===== config.mk =====
export PLATFORM = sky130hd
export DESIGN_NAME = sgcr_regs
export DESIGN_NICKNAME = d
export VERILOG_FILES = /design/src/sgcr_pkg.sv /design/src/sgcr_regs.sv /design/src/sgcr_storm_port.sv
export SDC_FILE = /design/constraint.sdc
export NUM_CORES = 1
export LEC_CHECK = 0
export ABC_AREA = 1
export BUFFER_PORTS_ARGS = -buffer_cell sky130_fd_sc_hd__buf_2
export CAP_MARGIN = 30
export CORE_MARGIN = 2
export CORE_UTILIZATION = 45
export CTS_CLUSTER_SIZE = 20
export DETAILED_ROUTE_END_ITERATION = 10
export GPL_ROUTABILITY_DRIVEN = 0
export PLACE_DENSITY_LB_ADDON = 0.1
export SYNTH_ARGS = -nofsm -noshare
export SYNTH_HDL_FRONTEND = slang
export SYNTH_SLANG_ARGS = --single-unit

===== constraint.sdc =====
create_clock -name clk_sys_i -period 3.8 [get_ports clk_sys_i]
set_input_delay 0.38 -clock clk_sys_i [delete_from_list [all_inputs] [get_ports clk_sys_i]]
set_output_delay 0.38 -clock clk_sys_i [all_outputs]
set_load 0.05 [all_outputs]

===== src/sgcr_pkg.sv =====
// Package for the switch global control register bank.
// Assumes one 125 MHz clock and a plain byte-wide register port.
package sgcr_pkg;

    localparam int unsigned SGCR_NUM_PORTS     = 5;
    localparam int unsigned SGCR_ADDR_W        = 8;
    localparam int unsigned SGCR_DATA_W        = 8;
    localparam int unsigned SGCR_LIMIT_W       = 11;
    localparam int unsigned SGCR_BLOCK_BYTES   = 64;

    // Register offsets
    localparam logic [7:0] SGCR_OFF_SNIFF      = 8'h05;
    localparam logic [7:0] SGCR_OFF_HOST_STORM = 8'h06;
    localparam logic [7:0] SGCR_OFF_STORM_LOW  = 8'h07;
    localparam logic [7:0] SGCR_OFF_FLUSH      = 8'h08;

    // Field positions
    localparam int unsigned SGCR_BIT_SNIFF     = 0;
    localparam int unsigned SGCR_BIT_BP        = 7;
    localparam int unsigned SGCR_BIT_HALF      = 6;
    localparam int unsigned SGCR_BIT_FC        = 5;
    localparam int unsigned SGCR_BIT_SPD10     = 4;
    localparam int unsigned SGCR_BIT_NULLVID   = 3;
    localparam int unsigned SGCR_BIT_FLUSH     = 7;
    localparam int unsigned SGCR_BIT_FREEZE    = 6;

    // Reset values
    localparam logic [7:0] SGCR_RST_HOST_STORM = 8'h00;
    localparam logic [7:0] SGCR_RST_STORM_LOW  = 8'h4a;
    localparam logic [7:0] SGCR_RST_FLUSH      = 8'h00;

    // Storm period in ms and cycles at 125 MHz
    localparam longint unsigned SGCR_CLK_HZ       = 125_000_000;
    localparam longint unsigned SGCR_PERIOD_100_MS = 50;
    localparam longint unsigned SGCR_PERIOD_10_MS  = 500;
    localparam int unsigned SGCR_PERIOD_100_CYC =
        int'(SGCR_PERIOD_100_MS * SGCR_CLK_HZ / 1000);
    localparam int unsigned SGCR_PERIOD_10_CYC  =
        int'(SGCR_PERIOD_10_MS * SGCR_CLK_HZ / 1000);

    // Cycles the counter clear takes, one per port
    localparam int unsigned SGCR_FLUSH_CYC     = SGCR_NUM_PORTS;

    typedef struct packed {
        logic       back_pressure;
        logic       half_duplex;
        logic       flow_control;
        logic       speed_10;
        logic       null_vid_replace;
    } sgcr_host_cfg_t;

    typedef struct packed {
        logic [SGCR_NUM_PORTS-1:0] flush;
        logic [SGCR_NUM_PORTS-1:0] freeze;
    } sgcr_mib_ctl_t;

    typedef enum logic [1:0] {
        SGCR_FL_IDLE,
        SGCR_FL_RUN
    } sgcr_flush_state_t;

endpackage


===== src/sgcr_regs.sv =====
// Global control registers: sniff mode, host port, storm limit, MIB ctl.
// Assumes a synchronous byte register port, read data one cycle later.
//
// Added by the designer: the strobed register port.
`timescale 1ns/1ps
module sgcr_regs
    import sgcr_pkg::*;
#(
    parameter int unsigned NUM_PORTS   = SGCR_NUM_PORTS,
    parameter int unsigned PERIOD_100  = SGCR_PERIOD_100_CYC,
    parameter int unsigned PERIOD_10   = SGCR_PERIOD_10_CYC
) (
    // Clock and reset
    input  wire logic                   clk_sys_i,
    input  wire logic                   nrst_i,
    // Register port
    input  wire logic [7:0]             addr_i,
    input  wire logic [7:0]             wdata_i,
    input  wire logic                   wr_i,
    input  wire logic                   rd_i,
    output logic      [7:0]             rdata_o,
    // Mirror matching
    input  wire logic                   sniff_src_hit_i,
    input  wire logic                   sniff_dst_hit_i,
    output logic                        sniff_mirror_o,
    // Host port interface
    output sgcr_host_cfg_t              host_cfg_o,
    // Storm metering per port
    input  wire logic [NUM_PORTS-1:0]   bcast_block_i,
    input  wire logic [NUM_PORTS-1:0]   bcast_sof_i,
    output logic      [NUM_PORTS-1:0]   storm_drop_o,
    // Statistics counters
    output sgcr_mib_ctl_t               mib_ctl_o
);

    function automatic logic hit(input logic [7:0] a, input logic [7:0] off);
        return a == off;
    endfunction

    logic                   sniff_and_q;
    logic [7:0]             host_storm_q;
    logic [7:0]             storm_low_q;
    logic                   flush_q;
    logic                   freeze_q;
    logic [NUM_PORTS-1:0]   port_en_q;
    logic [7:0]             rdata_q;
    logic                   mirror_q;
    sgcr_host_cfg_t         host_cfg_q;
    sgcr_mib_ctl_t          mib_q;
    logic [2:0]             flush_cnt_q;
    logic [31:0]            period_cnt_q;
    logic                   period_start_q;
    logic [SGCR_LIMIT_W-1:0] limit;
    logic                   wr_flush;

    assign limit    = {host_storm_q[2:0], storm_low_q};
    assign wr_flush = wr_i && hit(addr_i, SGCR_OFF_FLUSH);

    // Register writes, one block per register; the flush register has two
    always_ff @(posedge clk_sys_i) begin
        if (!nrst_i) begin
            sniff_and_q <= 1'b0;
        end else if (wr_i && hit(addr_i, SGCR_OFF_SNIFF)) begin
            sniff_and_q <= wdata_i[SGCR_BIT_SNIFF];
        end
    end

    always_ff @(posedge clk_sys_i) begin
        if (!nrst_i) begin
            host_storm_q <= SGCR_RST_HOST_STORM;
        end else if (wr_i && hit(addr_i, SGCR_OFF_HOST_STORM)) begin
            host_storm_q <= wdata_i;
        end
    end

    always_ff @(posedge clk_sys_i) begin
        if (!nrst_i) begin
            storm_low_q <= SGCR_RST_STORM_LOW;
        end else if (wr_i && hit(addr_i, SGCR_OFF_STORM_LOW)) begin
            storm_low_q <= wdata_i;
        end
    end

    always_ff @(posedge clk_sys_i) begin
        if (!nrst_i) begin
            freeze_q  <= 1'b0;
            port_en_q <= '0;
        end else if (wr_flush) begin
            freeze_q  <= wdata_i[SGCR_BIT_FREEZE];
            port_en_q <= wdata_i[NUM_PORTS-1:0];
        end
    end

    // Flush runs one cycle per port; a new 1 written restarts it
    always_ff @(posedge clk_sys_i) begin
        if (!nrst_i) begin
            flush_q     <= 1'b0;
            flush_cnt_q <= '0;
        end else if (wr_flush && wdata_i[SGCR_BIT_FLUSH]) begin
            flush_q     <= 1'b1;
            flush_cnt_q <= 3'(SGCR_FLUSH_CYC - 1);
        end else if (flush_q) begin
            if (flush_cnt_q == '0) begin
                flush_q <= 1'b0;
            end else begin
                flush_cnt_q <= flush_cnt_q - 1'b1;
            end
        end
    end

    always_ff @(posedge clk_sys_i) begin
        if (!nrst_i) begin
            mib_q <= '0;
        end else begin
            mib_q.flush  <= flush_q  ? port_en_q : '0;
            mib_q.freeze <= freeze_q ? port_en_q : '0;
        end
    end

    always_ff @(posedge clk_sys_i) begin
        if (!nrst_i) begin
            host_cfg_q <= '0;
        end else begin
            host_cfg_q.back_pressure    <= host_storm_q[SGCR_BIT_BP];
            host_cfg_q.half_duplex      <= host_storm_q[SGCR_BIT_HALF];
            host_cfg_q.flow_control     <= host_storm_q[SGCR_BIT_FC];
            host_cfg_q.speed_10         <= host_storm_q[SGCR_BIT_SPD10];
            host_cfg_q.null_vid_replace <= host_storm_q[SGCR_BIT_NULLVID];
        end
    end

    // Mirror decision
    always_ff @(posedge clk_sys_i) begin
        if (!nrst_i) begin
            mirror_q <= 1'b0;
        end else if (sniff_and_q) begin
            mirror_q <= sniff_src_hit_i && sniff_dst_hit_i;
        end else begin
            mirror_q <= sniff_src_hit_i || sniff_dst_hit_i;
        end
    end

    // Storm period timer; speed follows the host port setting
    always_ff @(posedge clk_sys_i) begin
        if (!nrst_i) begin
            period_cnt_q   <= '0;
            period_start_q <= 1'b0;
        end else if (period_cnt_q >= (host_storm_q[SGCR_BIT_SPD10] ?
                     PERIOD_10 - 1 : PERIOD_100 - 1)) begin
            period_cnt_q   <= '0;
            period_start_q <= 1'b1;
        end else begin
            period_cnt_q   <= period_cnt_q + 1'b1;
            period_start_q <= 1'b0;
        end
    end

    genvar g;
    generate
        for (g = 0; g < NUM_PORTS; g++) begin : g_storm
            sgcr_storm_port #(
                .LIMIT_W (SGCR_LIMIT_W)
            ) u_storm (
                .clk_sys_i      (clk_sys_i),
                .nrst_i         (nrst_i),
                .period_start_i (period_start_q),
                .limit_i        (limit),
                .bcast_block_i  (bcast_block_i[g]),
                .bcast_sof_i    (bcast_sof_i[g]),
                .drop_o         (storm_drop_o[g])
            );
        end
    endgenerate

    // Read data, zero for unmapped addresses
    always_ff @(posedge clk_sys_i) begin
        if (!nrst_i) begin
            rdata_q <= '0;
        end else if (rd_i) begin
            case (addr_i)
                SGCR_OFF_SNIFF:      rdata_q <= {7'h00, sniff_and_q};
                SGCR_OFF_HOST_STORM: rdata_q <= host_storm_q;
                SGCR_OFF_STORM_LOW:  rdata_q <= storm_low_q;
                SGCR_OFF_FLUSH:      rdata_q <= {flush_q, freeze_q, 1'b0, port_en_q};
                default:             rdata_q <= 8'h00;
            endcase
        end else begin
            rdata_q <= 8'h00;
        end
    end

    assign rdata_o        = rdata_q;
    assign sniff_mirror_o = mirror_q;
    assign host_cfg_o     = host_cfg_q;
    assign mib_ctl_o      = mib_q;

    property p_flush_done;
        @(posedge clk_sys_i) disable iff (!nrst_i)
        $rose(flush_q) && !wr_flush |-> ##[1:5] !flush_q;
    endproperty
    a_flush_done: assert property (p_flush_done) else $error("flush stuck");

    property p_freeze;
        @(posedge clk_sys_i) disable iff (!nrst_i)
        freeze_q |=> mib_q.freeze == port_en_q || $changed(port_en_q);
    endproperty
    a_freeze: assert property (p_freeze) else $error("freeze mask wrong");

    property p_mirror_and;
        @(posedge clk_sys_i) disable iff (!nrst_i)
        sniff_and_q && sniff_src_hit_i && !sniff_dst_hit_i |=> !mirror_q;
    endproperty
    a_mirror_and: assert property (p_mirror_and) else $error("and mirror");

    property p_limit_reset;
        @(posedge clk_sys_i)
        !nrst_i |=> limit == 11'h04a;
    endproperty
    a_limit_reset: assert property (p_limit_reset) else $error("limit reset");

    property p_flush_start;
        @(posedge clk_sys_i) disable iff (!nrst_i)
        wr_flush && wdata_i[SGCR_BIT_FLUSH] |=> flush_q;
    endproperty
    a_flush_start: assert property (p_flush_start) else $error("flush not started");

    property p_flush_mask;
        @(posedge clk_sys_i) disable iff (!nrst_i)
        flush_q |=> mib_q.flush == $past(port_en_q);
    endproperty
    a_flush_mask: assert property (p_flush_mask) else $error("flush mask wrong");

    property p_flush_idle;
        @(posedge clk_sys_i) disable iff (!nrst_i)
        !flush_q |=> mib_q.flush == '0;
    endproperty
    a_flush_idle: assert property (p_flush_idle) else $error("flush while idle");

    property p_flush_clear;
        @(posedge clk_sys_i) disable iff (!nrst_i)
        flush_q && flush_cnt_q == 3'h0 && !(wr_flush && wdata_i[SGCR_BIT_FLUSH]) |=> !flush_q;
    endproperty
    a_flush_clear: assert property (p_flush_clear) else $error("flush did not clear");

    property p_freeze_idle;
        @(posedge clk_sys_i) disable iff (!nrst_i)
        !freeze_q |=> mib_q.freeze == '0;
    endproperty
    a_freeze_idle: assert property (p_freeze_idle) else $error("freeze while idle");

    property p_port_en;
        @(posedge clk_sys_i) disable iff (!nrst_i)
        wr_flush |=> port_en_q == $past(wdata_i[NUM_PORTS-1:0]);
    endproperty
    a_port_en: assert property (p_port_en) else $error("port enables wrong");

    property p_mirror_or;
        @(posedge clk_sys_i) disable iff (!nrst_i)
        !sniff_and_q && (sniff_src_hit_i || sniff_dst_hit_i) |=> mirror_q;
    endproperty
    a_mirror_or: assert property (p_mirror_or) else $error("or mirror");

    property p_rdata_idle;
        @(posedge clk_sys_i) disable iff (!nrst_i)
        !rd_i |=> rdata_q == 8'h00;
    endproperty
    a_rdata_idle: assert property (p_rdata_idle) else $error("read data without read");

    property p_flush_rsvd;
        @(posedge clk_sys_i) disable iff (!nrst_i)
        rd_i && hit(addr_i, SGCR_OFF_FLUSH) |=> rdata_q[5] == 1'b0;
    endproperty
    a_flush_rsvd: assert property (p_flush_rsvd) else $error("reserved bit set");

    property p_bp;
        @(posedge clk_sys_i) disable iff (!nrst_i)
        nrst_i |=> host_cfg_q.back_pressure == $past(host_storm_q[SGCR_BIT_BP]);
    endproperty
    a_bp: assert property (p_bp) else $error("back pressure wrong");

    property p_half;
        @(posedge clk_sys_i) disable iff (!nrst_i)
        nrst_i |=> host_cfg_q.half_duplex == $past(host_storm_q[SGCR_BIT_HALF]);
    endproperty
    a_half: assert property (p_half) else $error("duplex wrong");

    property p_fc;
        @(posedge clk_sys_i) disable iff (!nrst_i)
        nrst_i |=> host_cfg_q.flow_control == $past(host_storm_q[SGCR_BIT_FC]);
    endproperty
    a_fc: assert property (p_fc) else $error("flow control wrong");

    property p_spd;
        @(posedge clk_sys_i) disable iff (!nrst_i)
        nrst_i |=> host_cfg_q.speed_10 == $past(host_storm_q[SGCR_BIT_SPD10]);
    endproperty
    a_spd: assert property (p_spd) else $error("speed wrong");

    property p_nvid;
        @(posedge clk_sys_i) disable iff (!nrst_i)
        nrst_i |=> host_cfg_q.null_vid_replace == $past(host_storm_q[SGCR_BIT_NULLVID]);
    endproperty
    a_nvid: assert property (p_nvid) else $error("null id replace wrong");

    property p_limit_low;
        @(posedge clk_sys_i) disable iff (!nrst_i)
        wr_i && hit(addr_i, SGCR_OFF_STORM_LOW) |=> limit[7:0] == $past(wdata_i);
    endproperty
    a_limit_low: assert property (p_limit_low) else $error("limit low wrong");

    property p_limit_high;
        @(posedge clk_sys_i) disable iff (!nrst_i)
        wr_i && hit(addr_i, SGCR_OFF_HOST_STORM) |=> limit[10:8] == $past(wdata_i[2:0]);
    endproperty
    a_limit_high: assert property (p_limit_high) else $error("limit high wrong");

    // Shortest period either speed may run; a start never comes sooner
    localparam int unsigned PERIOD_MIN = (PERIOD_10 < PERIOD_100) ? PERIOD_10 : PERIOD_100;
    property p_period_min;
        @(posedge clk_sys_i) disable iff (!nrst_i)
        period_start_q |-> $past(period_cnt_q) >= PERIOD_MIN - 1;
    endproperty
    a_period_min: assert property (p_period_min) else $error("period too short");

    property p_period_bound;
        @(posedge clk_sys_i) disable iff (!nrst_i)
        period_cnt_q < PERIOD_10 || period_cnt_q < PERIOD_100;
    endproperty
    a_period_bound: assert property (p_period_bound) else $error("period overrun");

    property p_storm_clear;
        @(posedge clk_sys_i) disable iff (!nrst_i)
        period_start_q |=> storm_drop_o == '0;
    endproperty
    a_storm_clear: assert property (p_storm_clear) else $error("drop past period");

endmodule


===== src/sgcr_storm_port.sv =====
// Broadcast storm meter for one input port.
// Assumes period_start_i pulses once per measurement period.
`timescale 1ns/1ps
module sgcr_storm_port
    import sgcr_pkg::*;
#(
    parameter int unsigned LIMIT_W = SGCR_LIMIT_W
) (
    // Clock and reset
    input  wire logic               clk_sys_i,
    input  wire logic               nrst_i,
    // Control
    input  wire logic               period_start_i,
    input  wire logic [LIMIT_W-1:0] limit_i,
    // Traffic
    input  wire logic               bcast_block_i,
    input  wire logic               bcast_sof_i,
    output logic                    drop_o
);

    logic [LIMIT_W-1:0] count_q;
    logic               drop_q;

    always_ff @(posedge clk_sys_i) begin
        if (!nrst_i) begin
            count_q <= '0;
        end else if (period_start_i) begin
            count_q <= '0;
        // Saturates at the limit; a limit lowered mid-period cannot wrap it
        end else if (bcast_block_i && !drop_q && count_q < limit_i) begin
            count_q <= count_q + 1'b1;
        end
    end

    // Drop decided at frame start, but a period start clears it at once, even mid-frame
    always_ff @(posedge clk_sys_i) begin
        if (!nrst_i) begin
            drop_q <= 1'b0;
        end else if (period_start_i) begin
            drop_q <= 1'b0;
        end else if (bcast_sof_i) begin
            drop_q <= (count_q >= limit_i);
        end
    end

    assign drop_o = drop_q;

endmodule


# After elaboration in Yosys (flattened, before gate mapping)
# Index checks and enable logic that the tools add are counted.
# word_totals
reg_bits	144
latch_bits	0
mem_bits_rw	0
mem_bits_ro	0
out_inout_bits	29
elab_cells	96
mem_count	0
# op_classes
n_addsub	7
mul	0
div	0
n_lt_le_gt_ge	11
n_eq_ne	5
shifts	0
n_mux	10
bitwise_logic	2
reduce_logical	32
# op_table
op	n
11-bit by 1-bit adder with 11-bit output (second input constant)	5
11-bit >= comparator	5
11-bit < comparator	5
32-bit by 1-bit adder with 32-bit output (second input constant)	1
32-bit by 26-bit >= comparator with 1-bit output	1
8-bit one-hot mux with 4 select lines	1
26-bit two-way mux	1
8-bit by 3-bit == test with 1-bit output (second input constant)	3
1-bit logical AND	16
2-bit AND reduction	5
3-bit two-way mux	3
8-bit by 4-bit == test with 1-bit output (second input constant)	1
2-bit OR reduction	3
1-bit zero test	5
1-bit two-way mux	5
3-bit zero test	1
3-bit by 1-bit subtractor with 3-bit output (second input constant)	1
2-bit inequality test (second input constant)	1
1-bit inverter	2
2-bit nonzero test	1
1-bit logical OR	1

# Longest topological paths before layout
# depth
word_depth	5
depth_mapped	13
mapped_depth_nobuf	12

# Modules after synthesis
# A second synthesis with hierarchy kept.
# unflattened
cells_unflattened	1304
area_unflattened_um2	9238.9
# by_module_without_submodules
module	instances	cells_each	area_each_um2
sgcr_storm_port (g_storm[1].u_storm ...)	4	153	1051.0
sgcr_regs	1	540	3982.6
sgcr_storm_port (g_storm[0].u_storm)	1	152	1052.3

# Worst setup path after synthesis
# Ideal clock, no wire load.
# synth_timing
path_type	reg2reg
startpoint	register host_storm_q[4]
endpoint	register period_cnt_q[8]
setup_ns	0.064
arrival_time_ns	1.848
required_time_ns	3.736
path_slack_ns	1.888
stages_incl_launch_ff	11
n_path_buf	1
synth_period_minus_slack_ns	1.912
cell_sequence	dfxtp_1 > inv_1 > ha_1 > nand2_1 > inv_1 > a21oi_1 > nand2_1 > a21oi_1 > nand3_2 > buf_6 > nor2_1
# synth_via
elab_chain_cells	3
# synth_rtl
element	line_no	source
from (decl)	sgcr_regs.sv:41	logic [7:0] host_storm_q;
from (signal assigned)	sgcr_regs.sv:72	host_storm_q <= wdata_i;
26-bit two-way mux	sgcr_regs.sv:148	end else if (period_cnt_q >= (host_storm_q[SGCR_BIT_SPD10] ?
32-bit by 26-bit >= comparator with 1-bit output	sgcr_regs.sv:148	
2-bit OR reduction (no line)	-	
to (signal assigned)	sgcr_regs.sv:153	period_cnt_q <= period_cnt_q + 1'b1;
to (decl)	sgcr_regs.sv:51	logic [31:0] period_cnt_q;
# Every way passes these cells.
# A chain may end at the register's enable or synchronous reset.

# Final worst setup path
# layout_timing
startpoint	register host_storm_q[4]
endpoint	register period_cnt_q[22]
# Same word-level chain as after synthesis.

==> summary.md <==
| Metric | Value |
|---|---|
| Leak pwr | around 4.4 nW |
| Detailed placer's ending HPWL | roughly 14 mm |
| DRT iter0 DRCs | between 400 and 500 |
| Row cnt | 50 |
| Top-area cell type share of the netlist area | around 34% |
| Max-cap violations | 0 |
| First-pass GRT wire length | approximately 34 mm |
| Core Area | approximately 19000 µm² |
| Mapped Area | 8430 µm² |
| Master of the slowest instance on the critical path | dfxtp_1 |
| Switching share of power | 23.1% |
| Nets | about 1.4k |
| # IOs | 61 |
| Register share of total power | 41.7% |
| Worst path arrival time | 2.92 ns |
| Fillers | roughly 1.9k |
| Synth-to-Final Area Change | 14.2% |
| CTS tree | done |
| Fin Setup TNS | 0 ns |
| Slew Limit Fails | 0 |
| Clock Tree Buf Depth | 2 |
| Placed Cells | 1543 |
| Most frequent cell after synthesis | nand2_1 |
| Worst setup SP type | flop |
| Routed Antenna Nets | 0 |
| Power density cells | ~380 nW/µm² |
| Die width | between 100 and 150 µm |
| Max Clock Freq | between 300 and 400 MHz |
| Peak VDD IR | about 0.00033 V |
| Die Ht | ~140 µm |
| Post-synth EDFFs | 0 |
| Synth Register Bits | 144 |
| Register area share after synthesis | around a third |
| Unrepaired setup endpoints after global routing | false |
| Antenna violations before repair | 0 |
| Final Cycle Share | 68.0% |
| Final hold viol count | 0 |
| YS warnings | 0 |
| CP required | between 4 and 5 ns |
| Post-Syn Instances | 1265 |
| CP Cell Sequence | inv_1 > ha_1 > nand2_1 > inv_1 > a21oi_1 > nand2_1 > a21oi_1 > nand3_2 > nor2_1 |
| CP Class | flop to flop |
| DR vias/cell | roughly 4.9 |
| Layout cells sized above 1 | about 8.9% |
| Worst-path fanout max | 27 |
| Hold Buf Count CTS | 0 |
| Largest net degree at the start of global routing | 34 |
| Final Critical Period | 2.58 ns |
| Slew HR | roughly 43% |
| Total wire length | about 20 mm |
| N_diodes | 0 |
| Leading area contributor after synthesis | dfxtp_1 |
| Root Buffer | clkbuf_16 |
| I/O Buffers | 60 |
| Post-CTS setup buffers | 0 |
| Clock Latency Late Sink | 0.43 ns |
| Initial Util | 45.5% |
| Slowest cell delay on critical path | between 0.5 and 0.6 ns |
| Grt ovf | 0 |
| H-tree levels | 4 |
| Status | finished clean |
| Finished Layout Cells | between 1.5k and 2k |
| Final setup violation count | 0 |
| First drt pass iteration count | 4 |
| Psw | about 0.00085 W |
| Worst hold path type | input pin to flop |
| Clock power frac | between 50% and 60% |
| Worst Skew | just over 0.009 ns |
| Post-synthesis async set-or-reset flop share | 0% |
| Buf/Inv on CP | 2 |
| Post_cts resized | 0 |
| Clock sinks | 144 |
| Vias in the first global route | ~6.9k |
| Vias | 7649 |
| All-Layer GR Usage | around a fifth |
| Netlist cell types | 33 |
| Synth area leaders | dfxtp_1, nand2_1, ha_1 |
| Syn avg cell area | roughly 6.7 µm² |
| Commonest cells in the netlist | nand2_1, nor2_1, inv_1, dfxtp_1, nand3_1 |
| Routed WL per cell | 12.5 µm |
| Worst-path clk slew | 0.07 ns |
| TritonCTS buffer count | 17 |
| Power Internal | 0.00283 W |
| Final Core Density | 52.0% |
| DRC Markers | 0 |
| Die area | ~20000 µm² |
| Prevailing post-synth register cell | dfxtp_1 |
| Logic pwr share | 4.2% |
| Crit. End Element | flop |
| Worst Max-Slew Pin Slew | roughly 0.86 ns |
| Cell family with most CP delay | simple AND/OR/NAND/NOR gates |
through the flow:
stage	hold WS [ns]	area [µm²]	power (W)	worst slack, ns
finish	0.156	9630	0.00368	1.22
CTS	0.144	9630	0.00372	1.17
global route	0.148	9630	0.00380	0.906
detailed placement	0.436	8930	0.00173	1.29
global placement	0.430	8930	0.00172	1.41
floorplan	0.418	8450	0.00167	1.89
layout make-up:
cell class | instances | area [µm²] | area share, %
timing repair buffer | 64 | 330 | 3.43
multi-input combinational | 937 | 4810 | 49.9
inverter | 164 | 621 | 6.45
clock buffer | 17 | 425 | 4.42
clock inverter | 15 | 269 | 2.79
sequential | 144 | 2880 | 29.9
tap | 234 | 293 | 3.04
logic make-up after synthesis:
| family | Yosys count | synth area share (%) |
|---|---|---|
| AND/OR/NAND/NOR | 728 | 36.3 |
| adder cells (fa/ha/maj) | 77 | 11.4 |
| flip-flops | 144 | 34.2 |
| XOR/XNOR | 28 | 2.91 |
| AO/OA/AOI/OAI | 99 | 6.02 |
| other | 1 | 0.0445 |
| buffers and inverters | 188 | 9.09 |
state kept, by name (all words and copies together) (netlist names), 3 cells and up:
| register | count |
|---|---|
| host_cfg_o | 5 |
| storm_low_q | 8 |
| port_en_q | 5 |
| host_storm_q | 8 |
| flush_cnt_q | 3 |
| period_cnt_q | 32 |
| mib_ctl_o | 10 |
| rdata_o | 8 |
| g_storm.u_storm.drop_o | 5 |
| g_storm.u_storm.count_q | 55 |
worst paths after layout:
path	slack, ns	end	cells past startpoint	from
min reg2reg	0.45	period_cnt_q[0]	1	period_cnt_q[0]
min	0.16	g_storm[4].u_storm.drop_o	2	bcast_sof_i[4]
max reg2reg	1.22	period_cnt_q[22]	9	host_storm_q[4]
max	1.22	period_cnt_q[22]	9	host_storm_q[4]
metal layers:
layer	routed length (µm)	share of wire, %	track usage, %	vias to the layer above
met3	567	2.9	3.67	24
met1	10300	52	29.5	3382
met5	0	0	0	-
met4	201	1.0	5.37	0
li1	-	-	-	4143
met2	8650	44	32.8	100
power by group through the flow:
stage	Combinational (W)	Clock, W	Sequential (W)
floorplan	0.000103	0	0.00157
global placement	0.000152	0	0.00157
detailed placement	0.000154	0	0.00157
CTS	0.000154	0.00203	0.00154
global route	0.000177	0.00209	0.00154
finish	0.000153	0.00199	0.00154
placed cells by master (no fill, tap or decap):
cell type / netlist / layout
inv_2: 2 / 2
nand3_1: 101 / 101
bufinv_16: 0 / 6
nand3b_1: 3 / 3
ha_1: 77 / 77
conb_1: 1 / 5
nor3_2: 1 / 1
nand3_4: 1 / 1
or2_4: 1 / 1
nor2_4: 1 / 2
inv_8: 0 / 4
xnor2_1: 9 / 9
a21o_1: 3 / 3
nor2_2: 8 / 8
nor3b_1: 2 / 2
a31oi_1: 4 / 4
nor4_1: 1 / 1
clkinv_4: 1 / 3
nand2_2: 1 / 1
dfxtp_1: 144 / 144
nor2_1: 239 / 238
nand4_1: 30 / 30
xor2_1: 19 / 19
buf_4: 10 / 4
o21ai_0: 20 / 20
clkbuf_16: 0 / 17
a21oi_1: 72 / 72
nand3_2: 2 / 2
buf_2: 3 / 60
nor3_4: 1 / 1
or2_2: 4 / 4
nand2_1: 318 / 318
nor3_1: 14 / 14
inv_6: 0 / 3
inv_1: 161 / 161
Power figures use the tool's default switching activity.
